==> src/hdl/cccal_pkg.sv <==
// Constants, field layout and types shared by the calibration control block
package cccal_pkg;

  // Register byte addresses
  localparam logic [7:0] ADDR_TRIM = 8'h59;
  localparam logic [7:0] ADDR_SYNTH_RST = 8'h5C;
  localparam logic [7:0] ADDR_TUNE_CTRL = 8'h5D;
  localparam logic [7:0] ADDR_TUNE_STAT = 8'h5E;
  localparam logic [7:0] ADDR_LINK_EN = 8'h60;
  localparam logic [7:0] ADDR_CAL_ENABLE = 8'h61;
  localparam logic [7:0] ADDR_CAL_CFG = 8'h62;
  localparam logic [7:0] ADDR_CAL_STAT = 8'h6A;

  // Values after reset
  localparam logic [7:0] TUNE_CTRL_RST = 8'h40;
  localparam logic [7:0] CAL_ENABLE_RST = 8'h01;
  localparam logic [7:0] CAL_CFG_RST = 8'h01;
  localparam logic [6:0] TRIM_RST = 7'h00;

  // Field positions
  localparam int TUNE_EN_BIT = 0;
  localparam int SETTLE_LSB = 4;
  localparam int SETTLE_MSB = 6;
  localparam int CAL_ENABLE_BIT = 0;
  localparam int CFG_FG_BIT = 0;
  localparam int CFG_BG_BIT = 1;
  localparam int CFG_OS_BIT = 2;
  localparam int CFG_BGOS_BIT = 3;

  // Trim search
  localparam int TRIM_W = 7;
  localparam logic [6:0] TRIM_MID = 7'h40;
  localparam logic [2:0] TRIM_TOP_BIT = 3'h6;

  // Cycle counts
  localparam logic [11:0] SETTLE_BASE_CYCLES = 12'h010;
  localparam int FG_CAL_CYCLES = 1024;

  typedef struct packed {
    logic wr;
    logic rd;
    logic [7:0] addr;
    logic [7:0] wdata;
  } cccal_reg_req_t;

  typedef struct packed {
    logic fgRun;
    logic fgOffsetRun;
    logic bgRun;
    logic bgOffsetRun;
  } cccal_cal_run_t;

  typedef enum logic [3:0] {
    TUNE_IDLE = 4'b0001,
    TUNE_SETTLE = 4'b0010,
    TUNE_DECIDE = 4'b0100,
    TUNE_DONE = 4'b1000
  } cccal_tune_state_t;

  typedef enum logic [3:0] {
    CAL_HOLD = 4'b0001,
    CAL_CLEAR = 4'b0010,
    CAL_FORE = 4'b0100,
    CAL_RUN = 4'b1000
  } cccal_cal_state_t;

endpackage

==> src/hdl/cccal_top.sv <==
// Register bank and sequencing for oscillator tuning and core calibration
// Summary of operation
// - Settling code bits 6:4, reset 4, sets wait per trim step; larger is longer.
// - With tuning enabled, the run starts when synthesizer reset returns to 0.
// - During a run the engine searches the trim value to centre the oscillator.
// - Done bit 0 reads 1 after a run, or at once when tuning is skipped.
// - Calibration enable 1 runs calibration; 0 holds it in reset.
// - Clearing calibration enable also resets the processing and link clock dividers.
// - Bit 3 enables background offset calibration, only together with background.
// - Bit 2 enables foreground offset calibration, only together with foreground.
// - Bit 1 enables background calibration; 0 after reset disables it.
// - A run first clears calibration values, then foreground runs if bit 0 set.
// - Foreground done flag reads high once foreground completes or is skipped.
`timescale 1ns/1ns
`default_nettype none

module cccal_top #(
  parameter int FG_CYCLES = cccal_pkg::FG_CAL_CYCLES
) (
  input wire logic core_clk,
  input wire logic sys_rst,
  input wire cccal_pkg::cccal_reg_req_t regReq,
  input wire logic vcoTooFast,
  output logic [7:0] regRdData,
  output logic regRdValid,
  output logic synthResetOut,
  output logic [6:0] oscTrim,
  output logic tuneDone,
  output logic calCoreReset,
  output logic dividerReset,
  output logic calValuesClear,
  output cccal_pkg::cccal_cal_run_t calRun,
  output logic foregroundDoneFlag,
  output logic serialLinkEnable
);

  // Register storage
  logic [7:0] tuneCtrl_q, tuneCtrl_d;
  logic synthReset_q, synthReset_d;
  logic calEnable_q, calEnable_d;
  logic [3:0] calCfg_q, calCfg_d;
  logic linkEnable_q, linkEnable_d;
  logic [7:0] rdData_q, rdData_d;
  logic rdValid_q, rdValid_d;
  logic trimLoad;
  logic [6:0] trimValue;
  logic tunerDone;

  // Core calibration sequencer
  cccal_pkg::cccal_cal_state_t calState_q, calState_d;
  logic [15:0] fgCnt_q, fgCnt_d;
  logic foregroundDone_q, foregroundDone_d;
  logic coreReset_q, coreReset_d;
  logic divReset_q, divReset_d;
  logic valuesClear_q, valuesClear_d;
  cccal_pkg::cccal_cal_run_t run_q, run_d;
  logic cfgFg;
  logic cfgBg;
  logic cfgOs;
  logic cfgBgos;

  // Address match used by the write path and the trim load; reads decode with a case
  function automatic logic hit(input logic [7:0] addr, input logic [7:0] target);
    hit = (addr == target);
  endfunction

  assign trimLoad = regReq.wr && hit(regReq.addr, cccal_pkg::ADDR_TRIM);
  assign cfgFg = calCfg_q[cccal_pkg::CFG_FG_BIT];
  assign cfgBg = calCfg_q[cccal_pkg::CFG_BG_BIT];
  assign cfgOs = calCfg_q[cccal_pkg::CFG_OS_BIT];
  assign cfgBgos = calCfg_q[cccal_pkg::CFG_BGOS_BIT];

  // Register writes; reserved bits are not stored and read back as zero
  always_comb begin
    tuneCtrl_d = tuneCtrl_q;
    synthReset_d = synthReset_q;
    calEnable_d = calEnable_q;
    calCfg_d = calCfg_q;
    linkEnable_d = linkEnable_q;
    if (regReq.wr) begin
      if (hit(regReq.addr, cccal_pkg::ADDR_TUNE_CTRL)) begin
        tuneCtrl_d = 8'h00;
        tuneCtrl_d[cccal_pkg::SETTLE_MSB:cccal_pkg::SETTLE_LSB] =
          regReq.wdata[cccal_pkg::SETTLE_MSB:cccal_pkg::SETTLE_LSB];
        tuneCtrl_d[cccal_pkg::TUNE_EN_BIT] = regReq.wdata[cccal_pkg::TUNE_EN_BIT];
      end
      if (hit(regReq.addr, cccal_pkg::ADDR_SYNTH_RST)) begin
        synthReset_d = regReq.wdata[0];
      end
      if (hit(regReq.addr, cccal_pkg::ADDR_CAL_ENABLE)) begin
        calEnable_d = regReq.wdata[cccal_pkg::CAL_ENABLE_BIT];
      end
      if (hit(regReq.addr, cccal_pkg::ADDR_CAL_CFG)) begin
        calCfg_d = regReq.wdata[3:0];
      end
      if (hit(regReq.addr, cccal_pkg::ADDR_LINK_EN)) begin
        linkEnable_d = regReq.wdata[0];
      end
    end
  end

  // Registered read port; unmapped addresses return zero
  always_comb begin
    rdData_d = rdData_q;
    rdValid_d = regReq.rd;
    if (regReq.rd) begin
      rdData_d = 8'h00;
      case (regReq.addr)
        cccal_pkg::ADDR_TRIM: rdData_d = {1'b0, trimValue};
        cccal_pkg::ADDR_SYNTH_RST: rdData_d = {7'h00, synthReset_q};
        cccal_pkg::ADDR_TUNE_CTRL: rdData_d = tuneCtrl_q;
        cccal_pkg::ADDR_TUNE_STAT: rdData_d = {7'h00, tunerDone};
        cccal_pkg::ADDR_LINK_EN: rdData_d = {7'h00, linkEnable_q};
        cccal_pkg::ADDR_CAL_ENABLE: rdData_d = {7'h00, calEnable_q};
        cccal_pkg::ADDR_CAL_CFG: rdData_d = {4'h0, calCfg_q};
        cccal_pkg::ADDR_CAL_STAT: rdData_d = {7'h00, foregroundDone_q};
        default: rdData_d = 8'h00;
      endcase
    end
  end

  always_ff @(posedge core_clk or posedge sys_rst) begin
    if (sys_rst) begin
      tuneCtrl_q <= cccal_pkg::TUNE_CTRL_RST;
      synthReset_q <= 1'b0;
      calEnable_q <= cccal_pkg::CAL_ENABLE_RST[0];
      calCfg_q <= cccal_pkg::CAL_CFG_RST[3:0];
      linkEnable_q <= 1'b0;
      rdData_q <= 8'h00;
      rdValid_q <= 1'b0;
    end else begin
      tuneCtrl_q <= tuneCtrl_d;
      synthReset_q <= synthReset_d;
      calEnable_q <= calEnable_d;
      calCfg_q <= calCfg_d;
      linkEnable_q <= linkEnable_d;
      rdData_q <= rdData_d;
      rdValid_q <= rdValid_d;
    end
  end

  cccal_vco_tuner u_tuner (
    .core_clk(core_clk),
    .sys_rst(sys_rst),
    .synthReset(synthReset_q),
    .tuneEnable(tuneCtrl_q[cccal_pkg::TUNE_EN_BIT]),
    .settleCode(tuneCtrl_q[cccal_pkg::SETTLE_MSB:cccal_pkg::SETTLE_LSB]),
    .vcoTooFast(vcoTooFast),
    .trimLoad(trimLoad),
    .trimLoadValue(regReq.wdata[6:0]),
    .trimValue(trimValue),
    .tuneDone(tunerDone)
  );

  // Calibration sequence: hold, clear values, optional foreground, then run
  always_comb begin
    calState_d = calState_q;
    fgCnt_d = fgCnt_q;
    foregroundDone_d = foregroundDone_q;
    case (calState_q)
      cccal_pkg::CAL_HOLD: begin
        foregroundDone_d = 1'b0;
        if (calEnable_q) begin
          calState_d = cccal_pkg::CAL_CLEAR;
        end
      end
      cccal_pkg::CAL_CLEAR: begin
        if (cfgFg) begin
          fgCnt_d = 16'(FG_CYCLES - 1);
          calState_d = cccal_pkg::CAL_FORE;
        end else begin
          foregroundDone_d = 1'b1;
          calState_d = cccal_pkg::CAL_RUN;
        end
      end
      cccal_pkg::CAL_FORE: begin
        if (fgCnt_q == 16'h0000) begin
          foregroundDone_d = 1'b1;
          calState_d = cccal_pkg::CAL_RUN;
        end else begin
          fgCnt_d = fgCnt_q - 16'h0001;
        end
      end
      cccal_pkg::CAL_RUN: begin
        calState_d = cccal_pkg::CAL_RUN;
      end
      default: begin
        calState_d = cccal_pkg::CAL_HOLD;
      end
    endcase
    if (!calEnable_q) begin
      calState_d = cccal_pkg::CAL_HOLD;
      foregroundDone_d = 1'b0;
    end
  end

  // Outputs are registered from the next state so they line up with it
  always_comb begin
    coreReset_d = (calState_d == cccal_pkg::CAL_HOLD);
    divReset_d = !calEnable_d;
    valuesClear_d = (calState_d == cccal_pkg::CAL_CLEAR);
    run_d.fgRun = (calState_d == cccal_pkg::CAL_FORE);
    run_d.fgOffsetRun = (calState_d == cccal_pkg::CAL_FORE) && cfgOs && cfgFg;
    run_d.bgRun = (calState_d == cccal_pkg::CAL_RUN) && cfgBg;
    run_d.bgOffsetRun = (calState_d == cccal_pkg::CAL_RUN) && cfgBg && cfgBgos;
  end

  always_ff @(posedge core_clk or posedge sys_rst) begin
    if (sys_rst) begin
      calState_q <= cccal_pkg::CAL_HOLD;
      fgCnt_q <= 16'h0000;
      foregroundDone_q <= 1'b0;
      coreReset_q <= 1'b1;
      divReset_q <= 1'b0;
      valuesClear_q <= 1'b0;
      run_q <= '0;
    end else begin
      calState_q <= calState_d;
      fgCnt_q <= fgCnt_d;
      foregroundDone_q <= foregroundDone_d;
      coreReset_q <= coreReset_d;
      divReset_q <= divReset_d;
      valuesClear_q <= valuesClear_d;
      run_q <= run_d;
    end
  end

  assign regRdData = rdData_q;
  assign regRdValid = rdValid_q;
  assign synthResetOut = synthReset_q;
  assign oscTrim = trimValue;
  assign tuneDone = tunerDone;
  assign calCoreReset = coreReset_q;
  assign dividerReset = divReset_q;
  assign calValuesClear = valuesClear_q;
  assign calRun = run_q;
  assign foregroundDoneFlag = foregroundDone_q;
  assign serialLinkEnable = linkEnable_q;

  a_hold_in_reset: assert property (
    @(posedge core_clk) disable iff (sys_rst)
    !calEnable_q |=> (calCoreReset && calRun == '0 && !foregroundDoneFlag))
    else $error("calibration not held while disabled");

  a_divider_reset: assert property (
    @(posedge core_clk) disable iff (sys_rst)
    $fell(calEnable_q) |-> (dividerReset && !$past(dividerReset)))
    else $error("dividers not reset when calibration cleared");

  a_clear_first: assert property (
    @(posedge core_clk) disable iff (sys_rst)
    ($rose(calEnable_q) && calState_q == cccal_pkg::CAL_HOLD) |=>
      (calValuesClear && !calCoreReset) ##1 !calValuesClear)
    else $error("values not cleared at start of calibration");

  a_fg_skip: assert property (
    @(posedge core_clk) disable iff (sys_rst)
    (calState_q == cccal_pkg::CAL_CLEAR && !cfgFg && calEnable_q) |=>
      (foregroundDoneFlag && !calRun.fgRun))
    else $error("foreground skip did not report done");

  a_fg_runs: assert property (
    @(posedge core_clk) disable iff (sys_rst)
    ($rose(calRun.fgRun) && FG_CYCLES >= 8) |->
      (calRun.fgRun && !foregroundDoneFlag)[*8])
    else $error("foreground calibration ended early");

  a_fg_offset_pair: assert property (
    @(posedge core_clk) disable iff (sys_rst)
    calRun.fgOffsetRun |-> (calRun.fgRun && $past(cfgOs)))
    else $error("foreground offset without foreground");

  a_divider_release: assert property (
    @(posedge core_clk) disable iff (sys_rst)
    $rose(calEnable_q) |-> !dividerReset)
    else $error("dividers still in reset after calibration enabled");

  a_foreground_done_flag_hold: assert property (
    @(posedge core_clk) disable iff (sys_rst)
    (foregroundDoneFlag && calEnable_q) |=> foregroundDoneFlag)
    else $error("foreground done dropped while enabled");

  a_bg_offset_pair: assert property (
    @(posedge core_clk) disable iff (sys_rst)
    calRun.bgOffsetRun |-> (calRun.bgRun && $past(cfgBgos)))
    else $error("background offset without background");

  a_bg_follows: assert property (
    @(posedge core_clk) disable iff (sys_rst)
    (calState_q == cccal_pkg::CAL_RUN && calEnable_q) |=> (calRun.bgRun == $past(cfgBg)))
    else $error("background run does not follow its enable");

  a_status_read: assert property (
    @(posedge core_clk) disable iff (sys_rst)
    (regReq.rd && regReq.addr == cccal_pkg::ADDR_TUNE_STAT) |=>
      (regRdValid && regRdData == {7'h00, $past(tunerDone)}))
    else $error("tuning status read mismatch");

endmodule

`default_nettype wire

==> src/hdl/cccal_vco_tuner.sv <==
// Oscillator trim search engine with programmable settling wait
`timescale 1ns/1ns
`default_nettype none

module cccal_vco_tuner (
  input wire logic core_clk,
  input wire logic sys_rst,
  input wire logic synthReset,
  input wire logic tuneEnable,
  input wire logic [2:0] settleCode,
  input wire logic vcoTooFast,
  input wire logic trimLoad,
  input wire logic [6:0] trimLoadValue,
  output logic [6:0] trimValue,
  output logic tuneDone
);

  cccal_pkg::cccal_tune_state_t state_q, state_d;
  logic [11:0] waitCnt_q, waitCnt_d;
  logic [2:0] bitIdx_q, bitIdx_d;
  logic [6:0] trim_q, trim_d;
  logic done_q, done_d;
  logic synthResetPrev_q;
  logic startPulse;
  logic [2:0] nextBit;
  logic inSettle;

  // Wait grows by doubling with each step of the code
  function automatic logic [11:0] settleCycles(input logic [2:0] code);
    settleCycles = cccal_pkg::SETTLE_BASE_CYCLES << code;
  endfunction

  assign startPulse = synthResetPrev_q & ~synthReset;
  assign nextBit = bitIdx_q - 3'h1;
  assign inSettle = (state_q == cccal_pkg::TUNE_SETTLE);

  always_comb begin
    state_d = state_q;
    waitCnt_d = waitCnt_q;
    bitIdx_d = bitIdx_q;
    trim_d = trim_q;
    done_d = done_q;
    case (state_q)
      cccal_pkg::TUNE_IDLE: begin
        if (startPulse && tuneEnable) begin
          trim_d = cccal_pkg::TRIM_MID;
          bitIdx_d = cccal_pkg::TRIM_TOP_BIT;
          waitCnt_d = settleCycles(settleCode) - 12'h001;
          state_d = cccal_pkg::TUNE_SETTLE;
        end else if (startPulse) begin
          done_d = 1'b1;
          state_d = cccal_pkg::TUNE_DONE;
        end else if (trimLoad) begin
          trim_d = trimLoadValue;
        end
      end
      cccal_pkg::TUNE_SETTLE: begin
        if (waitCnt_q == 12'h000) begin
          state_d = cccal_pkg::TUNE_DECIDE;
        end else begin
          waitCnt_d = waitCnt_q - 12'h001;
        end
      end
      cccal_pkg::TUNE_DECIDE: begin
        if (vcoTooFast) begin
          trim_d[bitIdx_q] = 1'b0;
        end
        if (bitIdx_q == 3'h0) begin
          done_d = 1'b1;
          state_d = cccal_pkg::TUNE_DONE;
        end else begin
          bitIdx_d = nextBit;
          trim_d[nextBit] = 1'b1;
          waitCnt_d = settleCycles(settleCode) - 12'h001;
          state_d = cccal_pkg::TUNE_SETTLE;
        end
      end
      cccal_pkg::TUNE_DONE: begin
        if (trimLoad) begin
          trim_d = trimLoadValue;
        end
      end
      default: begin
        state_d = cccal_pkg::TUNE_IDLE;
      end
    endcase
    // Synthesizer reset aborts any run and withdraws completion
    if (synthReset) begin
      state_d = cccal_pkg::TUNE_IDLE;
      done_d = 1'b0;
      if (trimLoad) begin
        trim_d = trimLoadValue;
      end
    end
  end

  always_ff @(posedge core_clk or posedge sys_rst) begin
    if (sys_rst) begin
      state_q <= cccal_pkg::TUNE_IDLE;
      waitCnt_q <= 12'h000;
      bitIdx_q <= 3'h0;
      trim_q <= cccal_pkg::TRIM_RST;
      done_q <= 1'b0;
      synthResetPrev_q <= 1'b0;
    end else begin
      state_q <= state_d;
      waitCnt_q <= waitCnt_d;
      bitIdx_q <= bitIdx_d;
      trim_q <= trim_d;
      done_q <= done_d;
      synthResetPrev_q <= synthReset;
    end
  end

  assign trimValue = trim_q;
  assign tuneDone = done_q;

  a_settle_code0: assert property (
    @(posedge core_clk) disable iff (sys_rst)
    ($rose(inSettle) && settleCode == 3'h0 && !synthReset) |->
      (inSettle && !synthReset)[*8] ##1 (inSettle && !synthReset)[*8] ##1 !inSettle)
    else $error("settle wait not sixteen cycles at code zero");

  a_settle_min: assert property (
    @(posedge core_clk) disable iff (sys_rst)
    ($rose(inSettle) && !synthReset) |-> (inSettle || synthReset)[*8])
    else $error("settle wait shorter than eight cycles");

  a_start_release: assert property (
    @(posedge core_clk) disable iff (sys_rst)
    (state_q == cccal_pkg::TUNE_IDLE && startPulse && tuneEnable) |=>
      (inSettle && trimValue == cccal_pkg::TRIM_MID))
    else $error("tuning did not start on reset release");

  a_idle_in_reset: assert property (
    @(posedge core_clk) disable iff (sys_rst)
    synthReset |=> (state_q == cccal_pkg::TUNE_IDLE && !tuneDone))
    else $error("tuner active or done while synthesizer in reset");

  a_skip_done: assert property (
    @(posedge core_clk) disable iff (sys_rst)
    (state_q == cccal_pkg::TUNE_IDLE && startPulse && !tuneEnable) |=> tuneDone)
    else $error("done missing when tuning skipped");

  a_last_step_done: assert property (
    @(posedge core_clk) disable iff (sys_rst)
    (state_q == cccal_pkg::TUNE_DECIDE && bitIdx_q == 3'h0 && !synthReset) |=> tuneDone)
    else $error("done missing after last trim step");

  a_trim_step: assert property (
    @(posedge core_clk) disable iff (sys_rst)
    (state_q == cccal_pkg::TUNE_DECIDE && vcoTooFast && !synthReset) |=>
      (trimValue[$past(bitIdx_q)] == 1'b0))
    else $error("trim bit kept although oscillator too fast");

  a_trim_frozen: assert property (
    @(posedge core_clk) disable iff (sys_rst)
    (inSettle && !synthReset) |=> $stable(trimValue))
    else $error("trim changed during settling");

endmodule

`default_nettype wire

==> config.mk <==
export PLATFORM = sky130hd
export DESIGN_NAME = cccal_top
export DESIGN_NICKNAME = d
export VERILOG_FILES = /design/src/hdl/cccal_pkg.sv /design/src/hdl/cccal_top.sv /design/src/hdl/cccal_vco_tuner.sv
export SDC_FILE = /design/constraint.sdc
export NUM_CORES = 1
export LEC_CHECK = 0
export BUFFER_PORTS_ARGS = -buffer_cell sky130_fd_sc_hd__buf_2
export CORE_ASPECT_RATIO = 0.5
export CORE_MARGIN = 1
export CORE_UTILIZATION = 47
export DETAILED_ROUTE_END_ITERATION = 8
export PLACE_DENSITY = 0.69
export SLEW_MARGIN = 15
export SYNTH_ARGS = -nofsm -noshare
export SYNTH_HDL_FRONTEND = slang
export SYNTH_HIERARCHICAL = 1
export SYNTH_SLANG_ARGS = --single-unit
==> constraint.sdc <==
create_clock -name core_clk -period 2.15 [get_ports core_clk]
set_input_delay 0.43 -clock core_clk [delete_from_list [all_inputs] [get_ports core_clk]]
set_output_delay 0.43 -clock core_clk [all_outputs]
set_load 0.1 [all_outputs]
==> metrics.md <==
| Metric | Value |
|---|---|
| Run status | `completed` |
| Number of port buffers | `45` |
| Setup_tns | `0 ns` |
| ANT nets after route | `0` |
| Residual DRC | `0` |
| Syn Inst Count | `500` |
| Num ports | `48` |
| Final Cycle Share | `0.940` |
| Flop-to-flop setup slack | `0.13 ns` |
| Max Clock Freq | `495 MHz` |
| Count leader, synth | `dfrtp_1` |
| Max Transition Viols Final | `0` |
| Synth top cells by count | `dfrtp_1 (69), nor2_1 (45), nand2_1 (35), a21oi_1 (32), nor3_1 (22)` |
| Clk_lat worst skew | `0.34 ns` |
| Final core occ | `0.583` |
| Final WL | `11.1 mm` |
| Iteration-0 DRC Markers | `269` |
| Diodes inserted | `0` |
| RSZ-0062 raised after global routing | `false` |
| Int Pwr | `2.91 mW` |
| Hold_buf cts | `0` |
| Cell variety after synth | `75` |
| Final min period | `2.02 ns` |
| Syn Area/Cell | `9.23 µm²` |
| H-Tree Depth | `3` |
| Post-Syn Nets | `525` |
| Vias | `4106` |
| Nets@finish | `595` |
| Vias per cell | `5.78` |
| Cts bufs inserted | `9` |
| CP required | `2.38 ns` |
| CP Buf/Inv Count | `0` |
| Clk slew on worst S/H paths | `0.06 ns` |
| Reg2Reg Depth | `5` |
| Area growth from synthesis to layout | `19.8%` |
| Core area | `9480 µm²` |
| Worst slew margin | `0.483` |
| First-pass GRT wire length | `18.5 mm` |
| Root buffer cell | `clkbuf_16` |
| CTS tree | `yes` |
| Worst-Margin Slew | `0.769 ns` |
| Design Area, Final | `5530 µm²` |
| Sequential fraction of the synthesis area | `0.408` |
| Peak VDD IR | `0.495 mV` |
| Row count | `25` |
| # setup viols final | `0` |
| Starting Density | `0.487` |
| Clock power frac | `0.340` |
| Worst R2R End | `u_tuner/waitCnt_q[8]` |
| Filler Cells Inserted | `816` |
| Synth top area cells | `dfrtp_1 (37%), mux2_2 (4.9%), nor2_1 (3.7%)` |
| Setup crit end kind | `register` |
| Placed Area | `5210 µm²` |
| Vias in the first global route | `3791` |
| Share of power burned in registers | `0.384` |
| Netlist area before placement | `4610 µm²` |
| Number of synthesized flops with an enable pin | `0` |
| P_leak | `2.47 nW` |
| Cell chain of the critical path | `or4b_4 -> or3_1 -> a21oi_1 -> o32a_1 -> o21ai_2` |
| Die width | `142 µm` |
| Share of cells above drive strength 1 | `0.277` |
| Initial antenna violation count | `0` |
| Synth async-reset ratio | `1.00` |
| Gp weighted congestion | `0.908` |
| CP Launch Type | `register` |
| Grt ovf | `0` |
| Ys flop type | `dfrtp_1` |
| Critical path's slowest cell | `or4b_4` |
| TritonRoute pass-1 iters | `5` |
| DIE AREA | `10200 µm²` |
| WP data arrival | `2.25 ns` |
| Critical path peak fanout | `12` |
| Clk sink count | `75` |
| Leading area contributor after synthesis | `dfrtp_1` |
| Net Sw Frac | `0.363` |
| Part of the power in combinational logic | `0.277` |
| Power per standard cell area | `827 nW/µm²` |
| Height of the die | `72.1 µm` |
| Hpwl dp | `8.03 mm` |
| Per-cell routed wire length | `15.6 µm` |
| Worst min path class | `input pin to asynchronous set/reset pin` |
| Gr usage total | `0.230` |
| Largest net degree at the start of global routing | `29` |
| Max Cap Viol | `0` |
| Post-synth top area share | `0.374` |
| Top cell family by delay on the critical path | `simple AND/OR/NAND/NOR gates` |
| Synth warn | `6` |
| Clock skew | `0.00425 ns` |
| Worst Path Class, Setup | `register to register` |
| #FFs+latches synth | `75` |
| NetSw | `1.66 mW` |
| Deepest clock path buffer count | `2` |
| Worst R2R Start | `u_tuner/state_q[3]` |
| Crit path largest cell delay | `0.68 ns` |
| Final hold violations | `0` |
## layout make-up
type / count / area [µm²] / share of cell area
clock inverters: 5 / 60.1 / 0.0109
multi-input cells: 383 / 2560 / 0.464
flip-flops and latches: 75 / 1890 / 0.341
clock buffers: 11 / 243 / 0.0439
well taps: 135 / 169 / 0.0306
repair buffers: 87 / 553 / 0.100
inverters: 14 / 52.6 / 0.00951
## state kept, by name (all words and copies together), names as in the netlist, 3 cells and up
signal / count
calCfg_q: 4
u_tuner/waitCnt_q: 12
u_tuner/state_q: 4
u_tuner/trimValue: 7
calRun: 4
calState_q: 4
tuneCtrl_q: 4
fgCnt_q: 16
regRdData: 7
u_tuner/bitIdx_q: 3
## repair_timing
| item | CTS | global route |
|---|---|---|
| setup endpoints to repair | 0 | 3 |
| gates resized for setup | 0 | 2 |
| buffers inserted | 0 | 1 |
## cells by family (layout without fill, tap and decap cells)
family	count (synthesis)	count (layout)	synth area share
mux	35	35	0.0816
fa+ha+maj	4	4	0.0108
flops	75	75	0.408
xor+xnor	1	1	0.00190
simple gates	214	214	0.264
compound gates	128	128	0.190
other cells	1	1	0.000813
buf+inv	42	117	0.0423
## per-stage QoR
stage,instances,setup slack [ns],hold WS (ns),power [mW]
finish,710,0.128,0.0639,4.57
global route,710,0.0166,0.0820,4.78
global placement,693,-0.0854,0.412,3.01
detailed placement,693,-0.143,0.431,3.03
floorplan,500,-0.0127,0.456,2.68
CTS,709,0.0954,0.0691,4.59
## worst reg2reg max path: cells and delay by family (launching register included)
kind | cells | cell delay, ns
AO/OA/AOI/OAI | 3 | 0.39
AND/OR/NAND/NOR | 2 | 1.02
flip-flops | 1 | 0.50
## power by group through the flow
stage | sequential (mW) | clock [mW] | combinational, mW
global route | 1.77 | 1.63 | 1.37
global placement | 1.77 | 0 | 1.24
finish | 1.75 | 1.55 | 1.27
CTS | 1.75 | 1.57 | 1.26
floorplan | 2.07 | 0 | 0.612
detailed placement | 1.77 | 0 | 1.26
## layout by cell type, fill, tap and decap left out, drive strengths merged, types with 7 or more instances in the layout
cell     n
nor2    45
a31oi   17
clkbuf  11
buf     87
nand3   18
nand2   35
mux2i   14
a211oi  10
a21oi   32
dfrtp   69
nor3    25
nor4    10
nand2b  18
o21ai   22
mux2    21
and2     9
inv     16
nand3b   7
o31ai    9
nor2b   12
## worst max path at each step
stage                                  start                   end  slack, ns  cells past startpoint
final                     u_tuner/state_q[3]  u_tuner/waitCnt_q[8]       0.13                      5
after global routing      u_tuner/state_q[3]  u_tuner/waitCnt_q[8]       0.02                      7
after CTS                 u_tuner/state_q[3]  u_tuner/waitCnt_q[8]        0.1                      7
after detailed placement          regReq[15]  u_tuner/trimValue[6]      -0.14                      8
after global placement            regReq[15]  u_tuner/trimValue[6]      -0.09                      8
after floorplan                   regReq[15]  u_tuner/trimValue[6]      -0.01                      7
## routing by layer
layer  track usage  part of all wire
met5             0                 0
met1         0.289              0.46
met2         0.401              0.50
met3        0.0515             0.033
met4        0.0669             0.014
(Power assumes the default switching activity.)
